--- config.mk ---
export PLATFORM = sky130hd
export DESIGN_NAME = tcp_timer
export DESIGN_NICKNAME = d
export VERILOG_FILES = /design/src/verilog/tcp_pkg.sv /design/src/verilog/tcp_timer.sv
export SDC_FILE = /design/constraint.sdc
export NUM_CORES = 1
export LEC_CHECK = 0
export ABC_AREA = 0
export BUFFER_PORTS_ARGS = -buffer_cell sky130_fd_sc_hd__buf_2
export CAP_MARGIN = 20
export CORE_MARGIN = 2
export CORE_UTILIZATION = 35
export CTS_CLUSTER_SIZE = 14
export DETAILED_ROUTE_END_ITERATION = 8
export SLEW_MARGIN = 20
export SYNTH_ARGS = -nofsm -noshare
export SYNTH_HDL_FRONTEND = slang
export SYNTH_SLANG_ARGS = --single-unit
--- constraint.sdc ---
create_clock -name MCLK -period 4.4 [get_ports MCLK]
set_clock_uncertainty 0.1 [all_clocks]
set_input_delay 0.22 -clock MCLK [delete_from_list [all_inputs] [get_ports MCLK]]
set_output_delay 0.22 -clock MCLK [all_outputs]
set_load 0.02 [all_outputs]
--- src/verilog/tcp_pkg.sv ---
// Constants shared by the timer/counter with PWM block.
package tcp_pkg;
   // ------------------------------------------------------------------
   // Register indices (byte address is four times the index)
   // ------------------------------------------------------------------
   localparam logic [7:0] IDX_MODE   = 8'h88;
   localparam logic [7:0] IDX_COUNT  = 8'h89;
   localparam logic [7:0] IDX_RELOAD = 8'h8a;
   localparam logic [7:0] IDX_STATUS = 8'h8b;
   localparam int         ADR_W      = 10;
   // ------------------------------------------------------------------
   // Mode register fields
   // ------------------------------------------------------------------
   localparam int B_PWM    = 0;
   localparam int B_TOGGLE = 1;
   localparam int B_ALOAD  = 2;
   localparam int B_CKS    = 3;
   localparam int B_RATE   = 4;
   localparam int B_RUN    = 7;
   // ------------------------------------------------------------------
   // Status register fields
   // ------------------------------------------------------------------
   localparam int B_IRQ = 0;
   localparam int B_IEN = 1;
   // ------------------------------------------------------------------
   // Values
   // ------------------------------------------------------------------
   localparam logic [7:0] RST_BYTE = 8'h00;
   localparam logic [7:0] MASK_256 = 8'hff;
   localparam logic [7:0] MASK_64  = 8'h3f;
   localparam logic [7:0] MASK_32  = 8'h1f;
   localparam logic [7:0] MASK_16  = 8'h0f;
   localparam logic [7:0] ONE_BYTE = 8'h01;
endpackage

--- src/verilog/tcp_timer.sv ---
// Eight-bit timer/event counter with buzzer and PWM output.
//
// The implementer's own choice: the Wishbone register port.
`timescale 1ns/100ps
// Notes on behaviour
// - In PWM mode on the internal clock the wrap modulus is 256, 64, 32 or 16 by two bits.
// - PWM off or external clock: boundary 256, whole range 0x00-0xFF valid.
// - With auto-reload on and PWM off, overflow copies the reload value into the count.
// - Reload writes go to a holding buffer, moved to active at overflow.
// - PWM enabled means auto-reload acts enabled; the bit picks modulus only.
// - Toggle output flips each overflow with PWM off; pin leaves general-purpose use.
// - PWM output high while count below active reload, low otherwise.
// - At each PWM cycle start the count wraps to zero, output high unless reload is zero.
// - Reload zero keeps PWM low; duty is reload over modulus.
// - A new duty written mid-period takes effect in the next period.
// - In PWM mode each overflow still raises the timer request.
// - Clearing run enable stops counting, buzzer and PWM together.
// - PWM enable routes PWM to the shared pin, disabling its GPIO use.
// - Reload register is write-only and reads as zero.
// - Rate field divides the core clock by 256 down to 2.
// - On overflow the counter keeps counting and sets the request flag.
// - External source counts falling edges of the event input.
// - External source ignores rate and holds the pin request at zero.
module tcp_timer
   import tcp_pkg::*;
(
   input  wire logic             MCLK,
   input  wire logic             RESET,
   input  wire logic             WB_CYC_I,
   input  wire logic             WB_STB_I,
   input  wire logic             WB_WE_I,
   input  wire logic [ADR_W-1:0] WB_ADR_I,
   input  wire logic [3:0]       WB_SEL_I,
   input  wire logic [31:0]      WB_DAT_I,
   output logic      [31:0]      WB_DAT_O,
   output logic                  WB_ACK_O,
   input  wire logic             EXT_EVENT_IN,
   output logic                  EXT_PIN_IRQ,
   output logic                  TIMER_IRQ_REQ,
   output logic                  TIMER_IRQ_EN,
   output logic                  BUZ_PWM_OUT,
   output logic                  PIN_ALT_SEL
);
   // ------------------------------------------------------------------
   // Register bus
   // ------------------------------------------------------------------
   logic [7:0] mode_q;
   logic [7:0] cnt_q;
   logic [7:0] cnt_d;
   logic [7:0] hold_q;
   logic [7:0] act_q;
   logic       irq_q;
   logic       ien_q;
   logic       ack_q;
   logic [31:0] rdat_q;
   logic       req;
   logic       wr;
   logic [7:0] wdat;
   logic [7:0] rsel;

   assign req  = WB_CYC_I & WB_STB_I;
   // Writes land on the edge where the master sees ack, never earlier.
   assign wr   = req & WB_WE_I & ack_q & WB_SEL_I[0];
   assign wdat = WB_DAT_I[7:0];

   always_comb begin
      rsel = RST_BYTE;
      if (WB_ADR_I == {IDX_MODE, 2'b00}) begin
         rsel = mode_q;
      end else if (WB_ADR_I == {IDX_COUNT, 2'b00}) begin
         rsel = cnt_q;
      end else if (WB_ADR_I == {IDX_STATUS, 2'b00}) begin
         rsel = {6'h00, ien_q, irq_q};
      end
   end

   always_ff @(posedge MCLK) begin
      if (RESET) begin
         ack_q  <= 1'b0;
         rdat_q <= 32'h0000_0000;
      end else begin
         ack_q  <= req & ~ack_q;
         rdat_q <= {24'h00_0000, rsel};
      end
   end

   always_ff @(posedge MCLK) begin
      if (RESET) begin
         mode_q <= RST_BYTE;
      end else if (wr && WB_ADR_I == {IDX_MODE, 2'b00}) begin
         mode_q <= wdat;
      end
   end

   // ------------------------------------------------------------------
   // Event input synchroniser
   // ------------------------------------------------------------------
   logic sy1_q;
   logic sy2_q;
   logic sy3_q;
   logic lvl_q;
   logic ext_fall;

   assign ext_fall = lvl_q & ~sy2_q & ~sy3_q;

   always_ff @(posedge MCLK) begin
      if (RESET) begin
         sy1_q <= 1'b1;
         sy2_q <= 1'b1;
         sy3_q <= 1'b1;
         lvl_q <= 1'b1;
      end else begin
         sy1_q <= EXT_EVENT_IN;
         sy2_q <= sy1_q;
         sy3_q <= sy2_q;
         if (sy2_q == sy3_q) begin
            lvl_q <= sy3_q;
         end
      end
   end

   // ------------------------------------------------------------------
   // Mode decode and prescaler
   // ------------------------------------------------------------------
   logic       run;
   logic       pwm;
   logic       tog;
   logic       aload;
   logic       cks;
   logic [2:0] rate;
   logic [7:0] div_q;
   logic [7:0] pmask;
   logic       pre_tick;
   logic       tick;
   logic [7:0] mod_mask;
   logic       ovf;

   assign run   = mode_q[B_RUN];
   assign pwm   = mode_q[B_PWM];
   assign tog   = mode_q[B_TOGGLE];
   assign aload = mode_q[B_ALOAD];
   assign cks   = mode_q[B_CKS];
   assign rate  = mode_q[B_RATE +: 3];

   // The prescaler runs freely, so the first tick after enabling may come
   // early by up to one divided period.
   assign pmask    = MASK_256 >> rate;
   assign pre_tick = (div_q & pmask) == pmask;
   assign tick     = run & (cks ? ext_fall : pre_tick);

   always_ff @(posedge MCLK) begin
      if (RESET) begin
         div_q <= RST_BYTE;
      end else begin
         div_q <= div_q + ONE_BYTE;
      end
   end

   always_comb begin
      mod_mask = MASK_256;
      if (pwm && !cks) begin
         case ({aload, tog})
            2'b00:   mod_mask = MASK_256;
            2'b01:   mod_mask = MASK_64;
            2'b10:   mod_mask = MASK_32;
            2'b11:   mod_mask = MASK_16;
            default: mod_mask = MASK_256;
         endcase
      end
   end

   assign ovf = tick && ((cnt_q & mod_mask) == mod_mask);

   // ------------------------------------------------------------------
   // Counter and reload buffers
   // ------------------------------------------------------------------
   always_comb begin
      cnt_d = cnt_q;
      if (wr && WB_ADR_I == {IDX_COUNT, 2'b00}) begin
         cnt_d = wdat;
      end else if (ovf) begin
         if (pwm) begin
            cnt_d = RST_BYTE;
         end else if (aload) begin
            cnt_d = hold_q;
         end else begin
            cnt_d = RST_BYTE;
         end
      end else if (tick) begin
         cnt_d = cnt_q + ONE_BYTE;
      end
   end

   always_ff @(posedge MCLK) begin
      if (RESET) begin
         cnt_q <= RST_BYTE;
      end else begin
         cnt_q <= cnt_d;
      end
   end

   always_ff @(posedge MCLK) begin
      if (RESET) begin
         hold_q <= RST_BYTE;
         act_q  <= RST_BYTE;
      end else begin
         if (wr && WB_ADR_I == {IDX_RELOAD, 2'b00}) begin
            hold_q <= wdat;
         end
         if (ovf) begin
            act_q <= hold_q;
         end
      end
   end

   // Set wins over a software clear arriving in the same cycle.
   always_ff @(posedge MCLK) begin
      if (RESET) begin
         irq_q <= 1'b0;
         ien_q <= 1'b0;
      end else begin
         if (wr && WB_ADR_I == {IDX_STATUS, 2'b00}) begin
            irq_q <= wdat[B_IRQ] | ovf;
            ien_q <= wdat[B_IEN];
         end else if (ovf) begin
            irq_q <= 1'b1;
         end
      end
   end

   // ------------------------------------------------------------------
   // Buzzer, PWM and pin outputs
   // ------------------------------------------------------------------
   logic       tog_q;
   logic       pwm_q;
   logic       ext_irq_q;
   logic       out_q;
   logic       alt_q;
   logic       tog_d;
   logic       pwm_d;
   logic [7:0] act_ref;

   // The duty taking over at this overflow already drives count zero, so a
   // period never opens with a level left from the old duty.
   assign act_ref = ovf ? hold_q : act_q;
   assign tog_d   = (ovf && tog && !pwm) ? ~tog_q : tog_q;
   assign pwm_d   = run && ((cnt_d & mod_mask) < (act_ref & mod_mask));

   always_ff @(posedge MCLK) begin
      if (RESET) begin
         tog_q <= 1'b0;
         pwm_q <= 1'b0;
         out_q <= 1'b0;
         alt_q <= 1'b0;
      end else begin
         tog_q <= tog_d;
         pwm_q <= pwm_d;
         out_q <= pwm ? pwm_d : tog_d;
         alt_q <= pwm | tog;
      end
   end

   always_ff @(posedge MCLK) begin
      if (RESET) begin
         ext_irq_q <= 1'b0;
      end else begin
         ext_irq_q <= ext_fall & ~cks;
      end
   end

   assign WB_ACK_O      = ack_q;
   assign WB_DAT_O      = rdat_q;
   assign TIMER_IRQ_REQ = irq_q;
   assign TIMER_IRQ_EN  = ien_q;
   assign EXT_PIN_IRQ   = ext_irq_q;
   assign BUZ_PWM_OUT   = out_q;
   assign PIN_ALT_SEL   = alt_q;

   logic cnt_wr;
   assign cnt_wr = wr && WB_ADR_I == {IDX_COUNT, 2'b00};
endmodule // tcp_timer

# Word level (Yosys, flattened, before mapping)
# Cells that the tools add are included.
[word_totals]
romBits = 0
latch_bits = 0
mem_count = 0
ff_bits = 83
ram_bits = 0
[classes]
shift = 1
bitwise_logic = 20
n_eq_ne = 10
n_lt_le_gt_ge = 1
mul = 0
n_mux = 16
add_sub_neg = 2
div = 0
n_reduce_logical = 13
[op_table]
columns = ["op", "n"]
rows = [
  ["two-way mux 8 bit", 9],
  ["== test 10 bit (second input constant)", 4],
  ["AND 8 bit", 4],
  ["one-hot mux 8 bit (4 select lines)", 1],
  ["adder 8 x 1 -> 8 bit (second input constant)", 2],
  ["== test 8 bit", 2],
  ["AND 1 bit", 9],
  ["logical AND 1 bit", 9],
  ["less-than comparator 8 bit", 1],
  ["right shift 8 x 3 -> 8 bit (first input constant)", 1],
  ["two-way mux 1 bit", 5],
  ["inverter 1 bit", 5],
  ["== test 2 bit (second input constant)", 2],
  ["== test 2 x 1 -> 1 bit (second input constant)", 1],
  ["logical NOT 1 bit", 2],
  ["logical NOT 2 bit", 1],
  ["two-way mux 2 bit", 1],
  ["bitwise OR 1 bit", 2],
  ["nonzero test 2 bit", 1],
  ["== test 1 bit", 1],
]

# Longest topological paths before layout
[depth]
ltp_word = 12
mapped_depth = 14

# Least setup slack after synthesis
# Ideal clock, no wire load.
[synth_path]
path_type = "flip-flop to flip-flop"
from = "reg mode_q[3]"
to = "reg out_q, in the netlist BUZ_PWM_OUT"
stages_incl_launch_ff = 14
period_less_slack_ps = 2822
setup_time_ps = 81
setup_slack_ps = 1578
arrival_ps = 2641
cell_sequence = "dfxtp_1 buf_6 and3b_1 a22oi_2 nor4_4 nand2_2 mux2i_1 or2_1 ha_1 a21o_1 a21o_1 a21oi_1 a211oi_1 a41oi_1"
[synth_between]
elab_chain_cells = 12
word_cells_on_any_way = 20
[synth_rtl]
columns = ["element", "line_no", "source"]
rows = [
  ["start, declared", "tcp_timer.sv:47", "logic [7:0] mode_q;"],
  ["start signal, assigned", "tcp_timer.sv:91", "mode_q <= wdat;"],
  ["logical NOT 1 bit", "tcp_timer.sv:161", "if (pwm && !cks) begin"],
  ["logical AND 1 bit", "tcp_timer.sv:161", ""],
  ["two-way mux 8 bit", "tcp_timer.sv:161", ""],
  ["AND 8 bit", "tcp_timer.sv:172", "assign ovf = tick && ((cnt_q & mod_mask) == mod_mask);"],
  ["== test 8 bit", "tcp_timer.sv:172", ""],
  ["logical AND 1 bit", "tcp_timer.sv:172", ""],
  ["two-way mux 8 bit", "tcp_timer.sv:181", "end else if (ovf) begin"],
  ["two-way mux 8 bit", "tcp_timer.sv:179", "if (wr && WB_ADR_I == {IDX_COUNT, 2'b00}) begin"],
  ["AND 8 bit", "tcp_timer.sv:247", "assign pwm_d = run && ((cnt_d & mod_mask) < (act_ref & mod_mask));"],
  ["less-than comparator 8 bit", "tcp_timer.sv:247", ""],
  ["logical AND 1 bit", "tcp_timer.sv:247", ""],
  ["two-way mux 1 bit (*)", "tcp_timer.sv:258", "out_q <= pwm ? pwm_d : tog_d;"],
  ["end signal, assigned", "tcp_timer.sv:258", ""],
  ["end, declared", "tcp_timer.sv:237", "logic out_q;"],
]
# Every way passes the cells marked *; elsewhere a longest branch is shown, timed or not.
# A chain may end at the register's enable or synchronous reset.

# Worst setup path after layout
# Same ends and word-level chain as after synthesis.

==> metrics.txt <==
# TYPE chip_impl_metric gauge
chip_impl_metric{name="rows",unit=""} 35
chip_impl_info{name="largest_family_of_logic_cells_by_synthesized_area",value="simple AND/OR/NAND/NOR gates"} 1
chip_impl_info{name="synth_most_common_cell",value="sky130_fd_sc_hd__nor2_1"} 1
chip_impl_metric{name="clk-insertion-delay-late",unit="ns"} 0.34
chip_impl_info{name="cpLargestDelayFamily",value="compound AO/OA/AOI/OAI gates"} 1
chip_impl_metric{name="die_h",unit="um"} 101
chip_impl_info{name="cell_at_the_root_of_the_clock_tree",value="sky130_fd_sc_hd__clkbuf_8"} 1
chip_impl_metric{name="post_synthesis_sequential_area_ratio",unit="%"} 36.1
chip_impl_metric{name="dr_total_vias",unit=""} 2743
chip_impl_metric{name="antenna_found_initial",unit=""} 0
chip_impl_metric{name="num_cts_buffers",unit=""} 9
chip_impl_metric{name="power.switching",unit="uW"} 259
chip_impl_info{name="critical_path.endpoint_type",value="register"} 1
chip_impl_metric{name="grt-ovfl-total",unit=""} 0
chip_impl_metric{name="wire_per_inst",unit="um"} 15.1
chip_impl_metric{name="power.switching_fraction",unit="%"} 23.8
chip_impl_metric{name="vdd.ir_drop.worst",unit="V"} 0.000101
chip_impl_metric{name="antenna-diode-count",unit=""} 0
chip_impl_metric{name="fin_crit_sh",unit="%"} 83.1
chip_impl_metric{name="post_cts.resized_instances",unit=""} 0
chip_impl_metric{name="drcViolationCount",unit=""} 0
chip_impl_metric{name="cp_max_fo",unit=""} 10
chip_impl_metric{name="total_leakage_power",unit="uW"} 0.00150
chip_impl_metric{name="dr.first_iter.drc_count",unit=""} 222
chip_impl_metric{name="synth.mux.area_fraction",unit="%"} 11.3
chip_impl_info{name="crit_chain",value="and3b_1 -> a22o_1 -> nand3_2 -> a211oi_1 -> o2bb2ai_1 -> a211oi_1 -> ha_1 -> nand4_1 -> o2111ai_1 -> a21oi_1 -> a211oi_1 -> a41oi_1"} 1
chip_impl_metric{name="synth-adder-area-share",unit="%"} 3.44
chip_impl_metric{name="number_of_buffer_cells_added_on_primary_ports",unit=""} 38
chip_impl_info{name="timing.critical_path.from_type",value="register"} 1
chip_impl_info{name="synth.largest_area_cell",value="sky130_fd_sc_hd__dfxtp_1"} 1
chip_impl_metric{name="postSynthAreaPerCell",unit="um^2"} 8.90
chip_impl_metric{name="die_x",unit="um"} 101
chip_impl_metric{name="fp.coreArea",unit="mm^2"} 0.00915
chip_impl_metric{name="final_design_area_no_fill",unit="mm^2"} 0.00364
chip_impl_metric{name="globalRouteTotalUtil",unit="%"} 16.3
chip_impl_metric{name="routability_driven_placement_congestion_ratio",unit=""} 0.825
chip_impl_metric{name="reg2reg_depth",unit=""} 12
chip_impl_metric{name="clk_pin_slew",unit="ns"} 0.07
chip_impl_metric{name="share_of_synthesized_flip_flops_with_an_asynchronous_set_or_reset",unit="%"} 0
chip_impl_metric{name="final_antenna_net_count",unit=""} 0
chip_impl_metric{name="cap_violations",unit=""} 0
chip_impl_metric{name="number_of_flops_mapped_to_enable_cells_by_yosys",unit=""} 0
chip_impl_metric{name="postLayoutSetupSlackWorst",unit="ns"} 0.745
chip_impl_metric{name="num-nets-final",unit=""} 461
chip_impl_metric{name="tightest_slew",unit="ns"} 0.689
chip_impl_metric{name="synth_cells",unit=""} 368
chip_impl_metric{name="grt_max_degree",unit=""} 33
chip_impl_metric{name="detail_route.first_pass.iterations",unit=""} 5
chip_impl_metric{name="initial_utilization",unit="%"} 35.8
chip_impl_metric{name="area.growth.synth_to_final",unit="%"} 11.3
chip_impl_metric{name="synth_compound_area_share",unit="%"} 14.7
chip_impl_info{name="synth_top_cells_by_count",value="sky130_fd_sc_hd__nor2_1 (60), sky130_fd_sc_hd__dfxtp_1 (59), sky130_fd_sc_hd__mux2i_1 (36)"} 1
chip_impl_metric{name="yosysUniqueCellTypes",unit=""} 72
chip_impl_info{name="run_status",value="finished clean"} 1
chip_impl_metric{name="fin_total_pwr",unit="uW"} 1090
chip_impl_info{name="timing.critical_path.slowest_stage_cell",value="sky130_fd_sc_hd__dfxtp_1"} 1
chip_impl_metric{name="grt_pass1_vias",unit=""} 2475
chip_impl_metric{name="area_share_of_xor_xnor_cells_in_the_synthesized_design",unit="%"} 1.87
chip_impl_metric{name="post-route-min-period",unit="ns"} 3.66
chip_impl_info{name="synth_top_cells_by_area",value="sky130_fd_sc_hd__dfxtp_1 (36%), sky130_fd_sc_hd__mux2i_1 (11%), sky130_fd_sc_hd__nor2_1 (6.9%)"} 1
chip_impl_info{name="worst_path_most_repeated_cell",value="sky130_fd_sc_hd__a211oi_1"} 1
chip_impl_metric{name="cts_post_setup_buffers_inserted",unit=""} 0
chip_impl_metric{name="slowest_stage_delay_cp",unit="ns"} 0.43
chip_impl_info{name="holdCritPathClass",value="input pin to register"} 1
chip_impl_info{name="cts_tree",value="built"} 1
chip_impl_metric{name="seq_power_share",unit="%"} 49.8
chip_impl_metric{name="setup_viol",unit=""} 0
chip_impl_metric{name="syn_area",unit="mm^2"} 0.00327
chip_impl_metric{name="critical_path_buf_inv_count",unit=""} 0
chip_impl_metric{name="post_route_cells_drive_above_1_share",unit="%"} 18.3
chip_impl_metric{name="maxSlewHeadroom",unit="%"} 54.0
chip_impl_metric{name="clkSinkCount",unit=""} 59
chip_impl_metric{name="synth_largest_type_area_fraction",unit="%"} 36.1
chip_impl_metric{name="critical_path_depth",unit=""} 12
chip_impl_metric{name="grt_first_pass_wirelength",unit="mm"} 12.8
chip_impl_metric{name="hold_violations",unit=""} 0
chip_impl_metric{name="design.die.area",unit="mm^2"} 0.0101
chip_impl_metric{name="synth-simple-area-share",unit="%"} 23.7
chip_impl_metric{name="post_drt_via_cell_ratio",unit=""} 5.32
chip_impl_metric{name="comb_power_share",unit="%"} 5.6
chip_impl_metric{name="cts_max_level",unit=""} 3
chip_impl_metric{name="pre_cts_ws",unit="ns"} 0.807
chip_impl_metric{name="power_per_cell_area",unit="mW/mm^2"} 298
chip_impl_info{name="rsz0062_at_grt",value="no"} 1
chip_impl_metric{name="timing.fmax",unit="MHz"} 274
chip_impl_metric{name="num_io_pins",unit=""} 90
chip_impl_metric{name="finalSetupTns",unit="ns"} 0
chip_impl_metric{name="min_path_cells",unit=""} 3
chip_impl_metric{name="place.detailed.hpwl",unit="mm"} 5.67
chip_impl_metric{name="yosys_warnings",unit=""} 0
chip_impl_metric{name="cell_internal_power",unit="uW"} 827
chip_impl_metric{name="critPathArrivalTime",unit="ns"} 3.79
chip_impl_metric{name="pwr-share-clk",unit="%"} 44.5
chip_impl_info{name="category_of_the_critical_setup_timing_path",value="register to register"} 1
chip_impl_metric{name="max-clock-path-buffers",unit=""} 2
chip_impl_info{name="synth_top_flop_cell",value="sky130_fd_sc_hd__dfxtp_1"} 1
chip_impl_metric{name="placed_cell_area",unit="mm^2"} 0.00344
chip_impl_metric{name="drt_wl_total",unit="mm"} 7.80
chip_impl_metric{name="post_synthesis_sequential_element_count",unit=""} 59
chip_impl_metric{name="final-max-slew-violation-count",unit=""} 0
chip_impl_metric{name="cp_data_required_time",unit="ns"} 4.54
[power groups by stage]
stage	clock [uW]	combinational [uW]	sequential, uW
2_1_floorplan	0	56.4	553
3_3_place_gp	0	59.5	553
3_5_place_dp	0	60.1	553
4_1_cts	491	61.0	541
5_1_grt	521	66.8	542
6_report	484	61.1	541
[kinds of logic (layout without fill, tap and decap cells)]
logic type / count (synthesis) / count (layout)
mux: 37 / 37
compound gates: 64 / 64
simple gates: 144 / 144
flops: 59 / 59
xor+xnor: 7 / 7
other cells: 1 / 24
buf+inv: 47 / 61
fa+ha+maj: 9 / 9
[worst reg2reg max path, delay by kind of cell (launching register included)]
family	cells	cell delay (ns)
adder cells (fa/ha/maj)	1	0.31
AND/OR/NAND/NOR	3	0.81
AO/OA/AOI/OAI	8	1.89
flip-flops	1	0.43
[layer usage]
layer	wire, um	global-route usage [%]	vias to the layer above
li1	-	-	1347
met1	3720	22.2	1281
met2	3390	24.1	97
met3	440	4.65	18
met4	251	7.17	0
met5	0	0	-
[layout by cell type, fill, tap and decap left out, types with 5 or more instances in the layout]
master / n
sky130_fd_sc_hd__nor2_1: 60
sky130_fd_sc_hd__dfxtp_1: 59
sky130_fd_sc_hd__buf_2: 38
sky130_fd_sc_hd__mux2i_1: 36
sky130_fd_sc_hd__conb_1: 24
sky130_fd_sc_hd__nand2_1: 18
sky130_fd_sc_hd__nand3_1: 13
sky130_fd_sc_hd__a21oi_1: 10
sky130_fd_sc_hd__clkbuf_8: 10
sky130_fd_sc_hd__ha_1: 9
sky130_fd_sc_hd__and3_1: 6
sky130_fd_sc_hd__a211oi_1: 6
sky130_fd_sc_hd__nor3_1: 6
sky130_fd_sc_hd__xor2_1: 5
sky130_fd_sc_hd__clkinv_2: 5
[area by class of cell]
| type | instances | area (um^2) |
|---|---|---|
| clock inverter | 6 | 55.1 |
| tap | 111 | 139 |
| sequential | 59 | 1180 |
| fill | 913 | 5510 |
| clock buffer | 10 | 138 |
| multi-input combinational | 285 | 1890 |
| timing repair buffer | 43 | 230 |
| inverter | 2 | 7.51 |
[sequential cells by signal, summed over array words and instances (netlist names), 8 cells and up]
register  cells
WB_DAT_O      8
act_q         8
cnt_q         8
div_q         8
hold_q        8
mode_q        8
[repair_timing]
item | CTS | global route
hold buffers | 1 | 0
setup endpoints to repair | 0 | 0
endpoints found under the hold margin | 1 | 0
[per-stage QoR]
stage               instances  hold slack (ns)  utilization (%)
floorplan                 391            0.224                -
global placement          499            0.299             37.6
detailed placement        499            0.298             37.6
CTS                       516           0.0321             39.8
global route              516           0.0363             39.8
finish                    516           0.0406             39.8
[worst paths after layout]
check	startpoint	end	slack, ns
min reg2reg	sy1_q$_SDFF_PP1_	sy2_q$_SDFF_PP1_	0.32
min	WB_STB_I	WB_ACK_O$_SDFF_PP0_	0.04
max reg2reg	mode_q[3]$_SDFFE_PP0P_	BUZ_PWM_OUT$_SDFF_PP0_	0.74
max	mode_q[3]$_SDFFE_PP0P_	BUZ_PWM_OUT$_SDFF_PP0_	0.74
No activity file was read; power rests on OpenSTA's default activity.
